File: config.mk
export PLATFORM = sky130hd
export DESIGN_NAME = cslk_sensor_end_flat
export DESIGN_NICKNAME = d
export VERILOG_FILES = /design/src/cslk_pkg.sv /design/src/cslk_link_if.sv /design/src/cslk_sensor_end.sv /design/src/flat_wrapper.sv
export VERILOG_INCLUDE_DIRS = /design/src
export SDC_FILE = /design/constraint.sdc
export NUM_CORES = 1
export LEC_CHECK = 0
export BUFFER_PORTS_ARGS = -buffer_cell sky130_fd_sc_hd__buf_2
export CORE_MARGIN = 2
export CORE_UTILIZATION = 45
export DETAILED_ROUTE_END_ITERATION = 12
export GPL_ROUTABILITY_DRIVEN = 0
export GPL_TIMING_DRIVEN = 1
export RECOVER_POWER = 50
export SLEW_MARGIN = 20
export SYNTH_ARGS = -nofsm -noshare
export SYNTH_HDL_FRONTEND = slang
export SYNTH_SLANG_ARGS = --single-unit
File: constraint.sdc
create_clock -name i_ref_clk -period 4.6 [get_ports i_ref_clk]
set_input_delay 0.23 -clock i_ref_clk [delete_from_list [all_inputs] [get_ports i_ref_clk]]
set_output_delay 0.23 -clock i_ref_clk [all_outputs]
set_load 0.005 [all_outputs]
File: src/cslk_params.svh
// named constants of the chained sensor alert link, both ends
// assumes inclusion by the package and by both end modules
`ifndef CSLK_PARAMS_SVH
`define CSLK_PARAMS_SVH
`define CSLK_CLK_HZ 100_000_000
`define CSLK_TIMEOUT_MS 28
`define CSLK_IDLE_MS 28
`define CSLK_CNT_W 16
`define CSLK_IDLE_W 23
`define CSLK_CAL_BYTE 8'h55
`define CSLK_CMD_SWRST 8'hB4
`define CSLK_CMD_INIT 8'h8C
`define CSLK_CMD_CLRINT 8'hA9
`define CSLK_ASSIGN_NIB 4'h9
`define CSLK_GRW_TOP 5'h1E
`define CSLK_PTR_TEMP 2'h0
`define CSLK_PTR_CFG 2'h1
`define CSLK_PTR_TLOW 2'h2
`define CSLK_PTR_THIGH 2'h3
`define CSLK_CFG_RST 16'h0200
`define CSLK_TLOW_RST 16'h3C00
`define CSLK_THIGH_RST 16'hF600
`define CSLK_CFG_WMASK 16'h9FFF
`define CSLK_BIT_INT_EN 11
`define CSLK_BIT_LC 12
`define CSLK_BIT_FL 13
`define CSLK_BIT_FH 14
`define CSLK_PH_CAL 2'h0
`define CSLK_PH_CMD 2'h1
`define CSLK_PH_DATA 2'h2
`define CSLK_PH_GRD 2'h3
`define CSLK_LAST_DBIT 4'h7
`define CSLK_LAST_FBIT 4'h9
`define CSLK_HREG_TX 2'h0
`define CSLK_HREG_BAUD 2'h1
`define CSLK_HREG_STAT 2'h2
`define CSLK_HREG_RX 2'h3
`define CSLK_STAT_TXBUSY 0
`define CSLK_STAT_RXVAL 1
`define CSLK_STAT_RXLVL 2
`define CSLK_BAUD_DEF 16'h0364
`endif

File: src/cslk_pkg.sv
// types shared by the two ends of the chained sensor alert link
// assumes cslk_params.svh on the include path
`include "cslk_params.svh"
package cslk_pkg;
  typedef enum logic [2:0] {
    st_cal = 3'b000,
    st_meas = 3'b001,
    st_wait = 3'b010,
    st_bits = 3'b011,
    st_stop = 3'b100
  } cslk_rx_st_t;

  typedef struct packed {
    logic rx_s1;
    logic rx_s2;
    logic rx_d;
    cslk_rx_st_t st;
    logic [1:0] phase;
    logic [`CSLK_CNT_W-1:0] bit_per;
    logic [`CSLK_CNT_W-1:0] cnt;
    logic [3:0] bitn;
    logic [7:0] shreg;
    logic [7:0] cmd;
    logic [7:0] wlo;
    logic [4:0] ndata;
    logic [`CSLK_IDLE_W-1:0] idle;
    logic [15:0] cfg;
    logic [15:0] tlow;
    logic [15:0] thigh;
    logic [3:0] id;
    logic addr_mode;
    logic alert;
    logic tx_on;
    logic [9:0] tx_sh;
    logic [3:0] tx_bit;
    logic [`CSLK_CNT_W-1:0] tx_cnt;
    logic [7:0] tx_q;
    logic tx_q_v;
    logic tx_line;
  } cslk_dev_st_t;

  typedef struct packed {
    logic rx_s1;
    logic rx_s2;
    logic rx_d;
    logic ron;
    logic [`CSLK_CNT_W-1:0] rcnt;
    logic [3:0] rbit;
    logic [7:0] rsh;
    logic [7:0] rdata;
    logic rval;
    logic ton;
    logic [9:0] tsh;
    logic [3:0] tbit;
    logic [`CSLK_CNT_W-1:0] tcnt;
    logic line;
    logic [`CSLK_CNT_W-1:0] baud;
    logic [15:0] rd;
  } cslk_host_st_t;
endpackage

File: src/cslk_link_if.sv
// the two wires between host and sensor, push-pull both ways
// assumes a testbench chains several sensors by joining instances
`timescale 1ns/1ps
`default_nettype none
interface cslk_link_if;
  logic host_to_dev;
  logic dev_to_host;
  modport dev (input host_to_dev, output dev_to_host);
  modport host (output host_to_dev, input dev_to_host);
endinterface
`default_nettype wire

File: src/cslk_sensor_end.sv
// sensor end: limit flags, alert hold-low, byte framing with baud lock, command decode
// assumes conversion results arrive as a one-cycle strobe on i_ref_clk
//
// Overview of operation
// - set high flag when result above high limit
// - set low flag when result below low limit
// - latched flags clear on configuration register read
// - transparent flags clear after in-limit conversion
// - alert needs enable, flag and long idle
// - alert breaks pass-through, drives line low, latched
// - writing enable one also sets latch select
// - clear, soft reset, power-on end alert, enable
// - no alert again until enable rewritten
// - host checks line after calibration byte
// - forward input unless sending, assigning or alerting
// - stall timeout returns link to calibration wait
// - frames: start low, eight bits lsb first, stop
// - calibration byte 55h sets bit timing
// - host sends command then write data bytes
// - addressed read breaks chain, sends register
// - command fields: global, ident, pointer, direction
// - soft reset restores registers except identifier
// - broken chain: only upstream units see reset
// - host repeats soft reset until echoed
// - init command breaks chain for addressing
// - clear command ends alert, forwards, reconnects
// - global access top bits 11110, pointer, direction
`timescale 1ns/1ps
`default_nettype none
`include "cslk_params.svh"
module cslk_sensor_end #(
  parameter int TIMEOUT_CYC = `CSLK_TIMEOUT_MS * (`CSLK_CLK_HZ / 1000),
  parameter int IDLE_CYC = `CSLK_IDLE_MS * (`CSLK_CLK_HZ / 1000)
) (
  input wire logic i_ref_clk,
  input wire logic i_resetn,
  cslk_link_if.dev link,
  input wire logic i_conv_valid,
  input wire logic [15:0] i_conv_temp,
  output logic o_high_limit_flag,
  output logic o_low_limit_flag,
  output logic o_flag_latch_select,
  output logic o_int_en,
  output logic o_alert,
  output logic [3:0] o_unit_id
);
  import cslk_pkg::*;

  ////////////////////////////////////////////////////////////////////////////
  cslk_dev_st_t r;
  cslk_dev_st_t nx;
  logic edge_seen;
  logic fall;
  logic done;
  logic [7:0] rb;
  logic hit;
  logic is_glb_rw;
  logic [15:0] wd;
  logic above;
  logic below;

  // load a two-byte transmission, first byte goes out first
  function automatic cslk_dev_st_t start_tx(input cslk_dev_st_t s, input logic [7:0] b0, input logic [7:0] b1);
    cslk_dev_st_t t;
    t = s;
    t.tx_on = 1'b1;
    // one idle-high bit first: keeps the echoed stop bit whole and gives a rising edge after an alert
    t.tx_sh = {b0, 1'b0, 1'b1};
    t.tx_bit = '1;
    t.tx_cnt = s.bit_per - 1'b1;
    t.tx_q = b1;
    t.tx_q_v = 1'b1;
    return t;
  endfunction

  function automatic logic [15:0] reg_sel(input cslk_dev_st_t s, input logic [1:0] p, input logic [15:0] t);
    logic [15:0] v;
    v = t;
    case (p)
      `CSLK_PTR_CFG: v = s.cfg;
      `CSLK_PTR_TLOW: v = s.tlow;
      `CSLK_PTR_THIGH: v = s.thigh;
      default: v = t;
    endcase
    return v;
  endfunction

  ////////////////////////////////////////////////////////////////////////////
  always_comb begin
    nx = r;
    nx.rx_s1 = link.host_to_dev;
    nx.rx_s2 = r.rx_s1;
    nx.rx_d = r.rx_s2;
    edge_seen = r.rx_s2 != r.rx_d;
    fall = r.rx_d & ~r.rx_s2;
    done = 1'b0;
    rb = r.shreg;
    hit = 1'b0;
    is_glb_rw = 1'b0;
    wd = {r.shreg, r.wlo};
    above = 1'b0;
    below = 1'b0;
    if (edge_seen) begin
      nx.idle = '0;
    end else if (r.idle != '1) begin
      nx.idle = r.idle + 1'b1;
    end
    // receiver; the start bit of the calibration byte is one bit long
    case (r.st)
      st_cal: begin
        if (fall) begin
          nx.st = st_meas;
          nx.cnt = '0;
          nx.phase = `CSLK_PH_CAL;
        end
      end
      st_meas: begin
        nx.cnt = r.cnt + 1'b1;
        if (r.rx_s2) begin
          nx.bit_per = r.cnt + 1'b1;
          nx.cnt = r.cnt >> 1;
          nx.bitn = '0;
          nx.st = st_bits;
        end
      end
      st_wait: begin
        if (fall) begin
          nx.cnt = r.bit_per + (r.bit_per >> 1) - 1'b1;
          nx.bitn = '0;
          nx.st = st_bits;
        end
      end
      st_bits: begin
        if (r.cnt == '0) begin
          nx.shreg = {r.rx_s2, r.shreg[7:1]};
          nx.cnt = r.bit_per - 1'b1;
          nx.bitn = r.bitn + 1'b1;
          if (r.bitn == `CSLK_LAST_DBIT) begin
            nx.st = st_stop;
          end
        end else begin
          nx.cnt = r.cnt - 1'b1;
        end
      end
      st_stop: begin
        if (r.cnt == '0) begin
          done = r.rx_s2;
          nx.st = st_cal;
        end else begin
          nx.cnt = r.cnt - 1'b1;
        end
      end
      default: nx.st = st_cal;
    endcase
    // stall guard: a frame in progress cannot sit this long without an edge
    if (r.st != st_cal && r.idle > (`CSLK_IDLE_W)'(TIMEOUT_CYC)) begin
      nx.st = st_cal;
      nx.phase = `CSLK_PH_CAL;
    end
    ////////////////////////////////////////////////////////////////////////////
    // transmitter
    if (r.tx_on) begin
      if (r.tx_cnt == '0) begin
        nx.tx_cnt = r.bit_per - 1'b1;
        nx.tx_sh = {1'b1, r.tx_sh[9:1]};
        nx.tx_bit = r.tx_bit + 1'b1;
        if (r.tx_bit == `CSLK_LAST_FBIT) begin
          if (r.tx_q_v) begin
            nx.tx_sh = {1'b1, r.tx_q, 1'b0};
            nx.tx_bit = '0;
            nx.tx_q_v = 1'b0;
          end else begin
            nx.tx_on = 1'b0;
          end
        end
      end else begin
        nx.tx_cnt = r.tx_cnt - 1'b1;
      end
    end
    ////////////////////////////////////////////////////////////////////////////
    // byte handling by phase
    if (done) begin
      case (r.phase)
        `CSLK_PH_CAL: begin
          if (rb == `CSLK_CAL_BYTE) begin
            nx.phase = `CSLK_PH_CMD;
            nx.st = st_wait;
          end
        end
        `CSLK_PH_CMD: begin
          nx.cmd = rb;
          is_glb_rw = rb[7:3] == `CSLK_GRW_TOP;
          hit = is_glb_rw || (!rb[7] && rb[6:3] == r.id);
          nx.phase = `CSLK_PH_CAL;
          if (rb == `CSLK_CMD_SWRST) begin
            nx.cfg = `CSLK_CFG_RST;
            nx.tlow = `CSLK_TLOW_RST;
            nx.thigh = `CSLK_THIGH_RST;
            nx.alert = 1'b0;
            nx.addr_mode = 1'b0;
          end else if (rb == `CSLK_CMD_INIT) begin
            nx.addr_mode = 1'b1;
          end else if (r.addr_mode && rb[7:4] == `CSLK_ASSIGN_NIB) begin
            nx.id = rb[3:0];
            nx.addr_mode = 1'b0;
            nx = start_tx(nx, `CSLK_CAL_BYTE, {`CSLK_ASSIGN_NIB, rb[3:0] + 1'b1});
          end else if (rb == `CSLK_CMD_CLRINT) begin
            nx.cfg[`CSLK_BIT_INT_EN] = 1'b0;
            if (r.alert) begin
              nx.alert = 1'b0;
              nx = start_tx(nx, `CSLK_CAL_BYTE, `CSLK_CMD_CLRINT);
            end
          end else if (hit && rb[0]) begin
            if (rb[2:1] == `CSLK_PTR_CFG && r.cfg[`CSLK_BIT_LC]) begin
              nx.cfg[`CSLK_BIT_FH] = 1'b0;
              nx.cfg[`CSLK_BIT_FL] = 1'b0;
            end
            if (is_glb_rw && r.id != '0) begin
              nx.phase = `CSLK_PH_GRD;
              nx.ndata = '0;
              nx.st = st_wait;
            end else begin
              wd = reg_sel(r, rb[2:1], i_conv_temp);
              nx = start_tx(nx, wd[7:0], wd[15:8]);
            end
          end else if (hit) begin
            nx.phase = `CSLK_PH_DATA;
            nx.ndata = '0;
            nx.st = st_wait;
          end
        end
        `CSLK_PH_DATA: begin
          if (r.ndata == '0) begin
            nx.wlo = rb;
            nx.ndata = 5'h01;
            nx.st = st_wait;
          end else begin
            nx.phase = `CSLK_PH_CAL;
            case (r.cmd[2:1])
              `CSLK_PTR_CFG: begin
                nx.cfg = (wd & `CSLK_CFG_WMASK) | (r.cfg & ~`CSLK_CFG_WMASK);
                if (wd[`CSLK_BIT_INT_EN]) begin
                  nx.cfg[`CSLK_BIT_LC] = 1'b1;
                end
              end
              `CSLK_PTR_TLOW: nx.tlow = wd;
              `CSLK_PTR_THIGH: nx.thigh = wd;
              default: nx.cfg = r.cfg;
            endcase
          end
        end
        default: begin
          // upstream units answer a global read first, two bytes each
          nx.ndata = r.ndata + 1'b1;
          nx.st = st_wait;
          if (r.ndata + 1'b1 == {r.id, 1'b0}) begin
            nx.phase = `CSLK_PH_CAL;
            nx.st = st_cal;
            wd = reg_sel(r, r.cmd[2:1], i_conv_temp);
            nx = start_tx(nx, wd[7:0], wd[15:8]);
          end
        end
      endcase
    end
    ////////////////////////////////////////////////////////////////////////////
    // limit compare runs last so a fresh flag beats a read clear
    if (i_conv_valid) begin
      above = $signed(i_conv_temp) > $signed(nx.thigh);
      below = $signed(i_conv_temp) < $signed(nx.tlow);
      if (!nx.cfg[`CSLK_BIT_LC] && !above && !below) begin
        nx.cfg[`CSLK_BIT_FH] = 1'b0;
        nx.cfg[`CSLK_BIT_FL] = 1'b0;
      end
      if (above) begin
        nx.cfg[`CSLK_BIT_FH] = 1'b1;
      end
      if (below) begin
        nx.cfg[`CSLK_BIT_FL] = 1'b1;
      end
    end
    if (r.cfg[`CSLK_BIT_INT_EN] && (r.cfg[`CSLK_BIT_FH] || r.cfg[`CSLK_BIT_FL]) && r.rx_s2 &&
        r.idle > (`CSLK_IDLE_W)'(IDLE_CYC) && r.st == st_cal && !r.tx_on && !r.addr_mode) begin
      nx.alert = 1'b1;
    end
    // a unit holding the line low hides later commands from those below
    if (nx.alert) begin
      nx.tx_line = 1'b0;
    end else if (nx.tx_on) begin
      nx.tx_line = nx.tx_sh[0];
    end else if (nx.addr_mode) begin
      nx.tx_line = 1'b1;
    end else begin
      nx.tx_line = r.rx_s2;
    end
  end

  ////////////////////////////////////////////////////////////////////////////
  always_ff @(posedge i_ref_clk or negedge i_resetn) begin
    if (!i_resetn) begin
      r <= '0;
      r.rx_s1 <= 1'b1;
      r.rx_s2 <= 1'b1;
      r.rx_d <= 1'b1;
      r.tx_line <= 1'b1;
      r.cfg <= `CSLK_CFG_RST;
      r.tlow <= `CSLK_TLOW_RST;
      r.thigh <= `CSLK_THIGH_RST;
    end else begin
      r <= nx;
    end
  end

  assign link.dev_to_host = r.tx_line;
  assign o_high_limit_flag = r.cfg[`CSLK_BIT_FH];
  assign o_low_limit_flag = r.cfg[`CSLK_BIT_FL];
  assign o_flag_latch_select = r.cfg[`CSLK_BIT_LC];
  assign o_int_en = r.cfg[`CSLK_BIT_INT_EN];
  assign o_alert = r.alert;
  assign o_unit_id = r.id;
endmodule
`default_nettype wire

File: src/flat_wrapper.sv
// flat-port wrapper written by rule: the top's interface ports become plain ports
module cslk_sensor_end_flat import cslk_pkg::*;
#(
  parameter int TIMEOUT_CYC = `CSLK_TIMEOUT_MS * (`CSLK_CLK_HZ / 1000),
  parameter int IDLE_CYC = `CSLK_IDLE_MS * (`CSLK_CLK_HZ / 1000)
)
  (i_ref_clk, i_resetn, i_conv_valid, i_conv_temp, o_high_limit_flag, o_low_limit_flag, o_flag_latch_select, o_int_en, o_alert, o_unit_id, link_host_to_dev, link_dev_to_host);
  cslk_link_if link_i ();
  input wire logic i_ref_clk;
  input wire logic i_resetn;
  input wire logic i_conv_valid;
  input wire logic [15:0] i_conv_temp;
  output logic o_high_limit_flag;
  output logic o_low_limit_flag;
  output logic o_flag_latch_select;
  output logic o_int_en;
  output logic o_alert;
  output logic [3:0] o_unit_id;
  input wire logic [$bits(link_i.host_to_dev)-1:0] link_host_to_dev;
  output wire logic [$bits(link_i.dev_to_host)-1:0] link_dev_to_host;
  assign link_i.host_to_dev = link_host_to_dev;
  assign link_dev_to_host = link_i.dev_to_host;
  cslk_sensor_end #(.TIMEOUT_CYC(TIMEOUT_CYC), .IDLE_CYC(IDLE_CYC)) u_core (.i_ref_clk(i_ref_clk), .i_resetn(i_resetn), .link(link_i), .i_conv_valid(i_conv_valid), .i_conv_temp(i_conv_temp), .o_high_limit_flag(o_high_limit_flag), .o_low_limit_flag(o_low_limit_flag), .o_flag_latch_select(o_flag_latch_select), .o_int_en(o_int_en), .o_alert(o_alert), .o_unit_id(o_unit_id));
endmodule
==> results.cfg <==
[final_layout]
nFillCells = 2918
fin_nets = 1703
drive_gt1_share_pct = 11.0
diodes = 0
area_growth_syn_to_layout_pct = 8.91
stdcell_area_sq_mm = 0.0151
fin_util_pct = 49.5

[routing]
detail-route-antenna-nets = 0
routed_wl_um = 41700
firstDrtPassIters = 8
viasPerCell = 6.12
drc = 0
wl_per_cell_um = 20.7
vias = 12292
initialDrtViolationCount = 1305

[logic_synthesis]
synth-edff-count = 0
syn_nets = 1696
yosysMostFrequentCell = nand2_1
yosysUniqueCellTypes = 89
synth_top_flop_cell = dfrtp_1
syn_inst = 1594
postSynth.asyncResetShare_pct = 100
synth_seq_cells = 185
yosys-top-cells-area = dfrtp_1 (31%), ha_1 (7.3%), o21ai_0 (5.5%), mux4_2 (5.2%), nand2_1 (4.8%)
yosys_warnings = 0
avgSynthCellArea_sq_um = 8.68
netlist.area_leader.share_pct = 30.8
netlist_area_sq_mm = 0.0138
yosys.area.top_type = dfrtp_1
yosys-top-cells-count = nand2_1 (177), dfrtp_1 (170), o21ai_0 (151), inv_1 (116), nor2_1 (111)
ys_seq_area_share_pct = 33.6

[timing]
finalHoldViolations = 0
fmax_mhz = 228
grt_setup_unrepaired = no
layout_min_cycle_time_ns = 4.38
finalSetupTns_ns = 0
fin_ws_ns = 0.216
slew_headroom_pct = -74.9
drv_slew = 101
fin_crit_sh_pct = 95.3
setup_violations = 0
tightest_slew_ns = 2.62
fin_worst_skew_ns = 0.0168

[clock_network]
clockBufferDepth = 2
htree_num_levels = 4
cts_root_buf = clkbuf_16
cts_sinks = 185
clk-insertion-delay-late_ns = 0.45
cts-buffers-inserted = 17
postCtsSetupBuffers = 0
cts_tree = yes
clk_pin_slew_ns = 0.07

[run_status]
status = finished, violations left
violations = capacitance limit, slew limit

[pwr]
p_leak_nw = 6.38
power.density_mw_per_mm2 = 447
peakVddDrop_v = 0.000330

[worst_setup_path]
path_max_fanout = 9
crit_path_start = u_core.r[152]
slowest_delay_ns = 0.41
r2r_start = u_core.r[152]
start_kind = flip-flop
critical_path_class = reg2reg
arrival_ns = 4.72
crit_slowest_cell = a221o_1
crit_required_ns = 4.93
path_cells = inv_1 -> ha_1 -> nor3b_2 -> nand4_2 -> nor3_4 -> nand2_2 -> a211o_1 -> a221o_1 -> inv_1 -> ha_1 -> and4_1 -> and3_1 -> a221o_1 -> a211oi_1 -> xnor2_1 -> o211ai_1 -> a32o_1
endpoint_kind = flip-flop

[placed_design]
dp_hpwl_um = 31000
numPortBuffers = 29
placed_area_sq_mm = 0.0144
place_ws_ns = 0.236

[global_routing]
antenna_found_initial = 0
grt_pass1_wl_um = 66700
grt_util_all_layers_pct = 26.9
grt_remaining_overflow = 0
grt_pass1_vias = 11973
grt_start_max_net_pins = 101

[floorplan]
core_sq_mm = 0.0304
die_w_um = 179
die_h_um = 179
die-area_sq_mm = 0.0321
rows = 64
initial_core_util_pct = 45.4
ios = 30

[hold_path]
min-delay-start = i_conv_valid
hp-class = in2reg

[job]
max-cap-violations = 1
==> stage by stage <==
stage / power, mW / std cells / hold slack [ns]
2_1_floorplan: 4.24 / 1594 / -0.0656
3_3_place_gp: 5.08 / 1976 / 0.337
3_5_place_dp: 5.14 / 1976 / 0.343
4_1_cts: 6.75 / 2010 / 0.0551
5_1_grt: 7.20 / 2010 / 0.0530
6_report: 6.73 / 2010 / 0.0657
==> registers in the layout, summed over array words and instances, names as in the netlist, named ones only <==
name and flops:
u_core.link.dev_to_host 1, u_core.o_alert 1, u_core.o_flag_latch_select 1, u_core.o_high_limit_flag 1
u_core.o_int_en 1, u_core.o_low_limit_flag 1, u_core.o_unit_id 4, u_core.r 166
u_core.rb 8
==> layout make-up <==
type / instances / area (sq um) / area share [%]
multi-input combinational: 1204 / 8370 / 55.6
sequential: 185 / 4650 / 30.9
tap: 396 / 495 / 3.29
timing repair buffer: 75 / 490 / 3.26
clock buffer: 21 / 450 / 2.99
inverter: 118 / 443 / 2.94
clock inverter: 11 / 161 / 1.07
==> where the power goes <==
group	internal, mW	leakage [nW]	switching [mW]
clock network	0.887	0.301	0.709
logic	1.25	3.67	1.94
registers	1.77	2.41	0.169
total	3.91	6.38	2.82
==> cell families (layout without fill, tap and decap cells) <==
kind of cell,after synthesis,in the layout,share of synthesized area (%)
fa+ha+maj,83,83,7.55
buf+inv,205,225,6.02
flops,185,185,33.6
mux,54,54,6.93
simple gates,563,563,20.8
xor+xnor,85,85,5.38
compound gates,419,419,19.7
==> layer usage <==
layer  vias to the layer above  track usage, %  wire length, um
li1                       5773               -                -
met4                         0            9.17             1140
met3                        82            3.84             2260
met2                       418            43.8            19400
met5                         -               0                0
met1                      6019            36.6            18900
==> cell usage in the layout, fill, tap and decap left out, drive strengths merged, types with 22 or more instances in the layout <==
master	n
a22o	22
clkbuf	27
nor3	39
a21oi	74
dfrtp	170
xnor2	70
nand3	51
mux4	32
inv	123
and2	32
ha	81
nor4	26
o21ai	155
buf	67
nand2	178
nor2	111
==> repair_timing <==
action | CTS | global route
hold endpoints to repair | 97 | 0
hold buffers | 2 | 0
setup endpoints to repair | 0 | 1
resized for setup | 0 | 4
==> final timing paths <==
| path | endpoint | slack (ns) | cells past startpoint |
|---|---|---|---|
| max | u_core.o_low_limit_flag | 0.22 | 17 |
| min | u_core.o_low_limit_flag | 0.07 | 2 |
| max reg2reg | u_core.o_low_limit_flag | 0.22 | 17 |
| min reg2reg | u_core.r[189] | 0.37 | 0 |
| max in group asynchronous | u_core.r[71] | 0.99 | 3 |
| min in group asynchronous | u_core.r[28] | 1.14 | 2 |
==> worst max-delay path, delay by kind of cell, from the launching register on <==
kind                     cells  cell delay (ns)
AND/OR/NAND/NOR              6             1.36
AO/OA/AOI/OAI                6             1.79
adder cells (fa/ha/maj)      2             0.42
XOR/XNOR                     1             0.21
buffers and inverters        2             0.15
flip-flops                   1             0.38
Power figures use the tool's default switching activity.
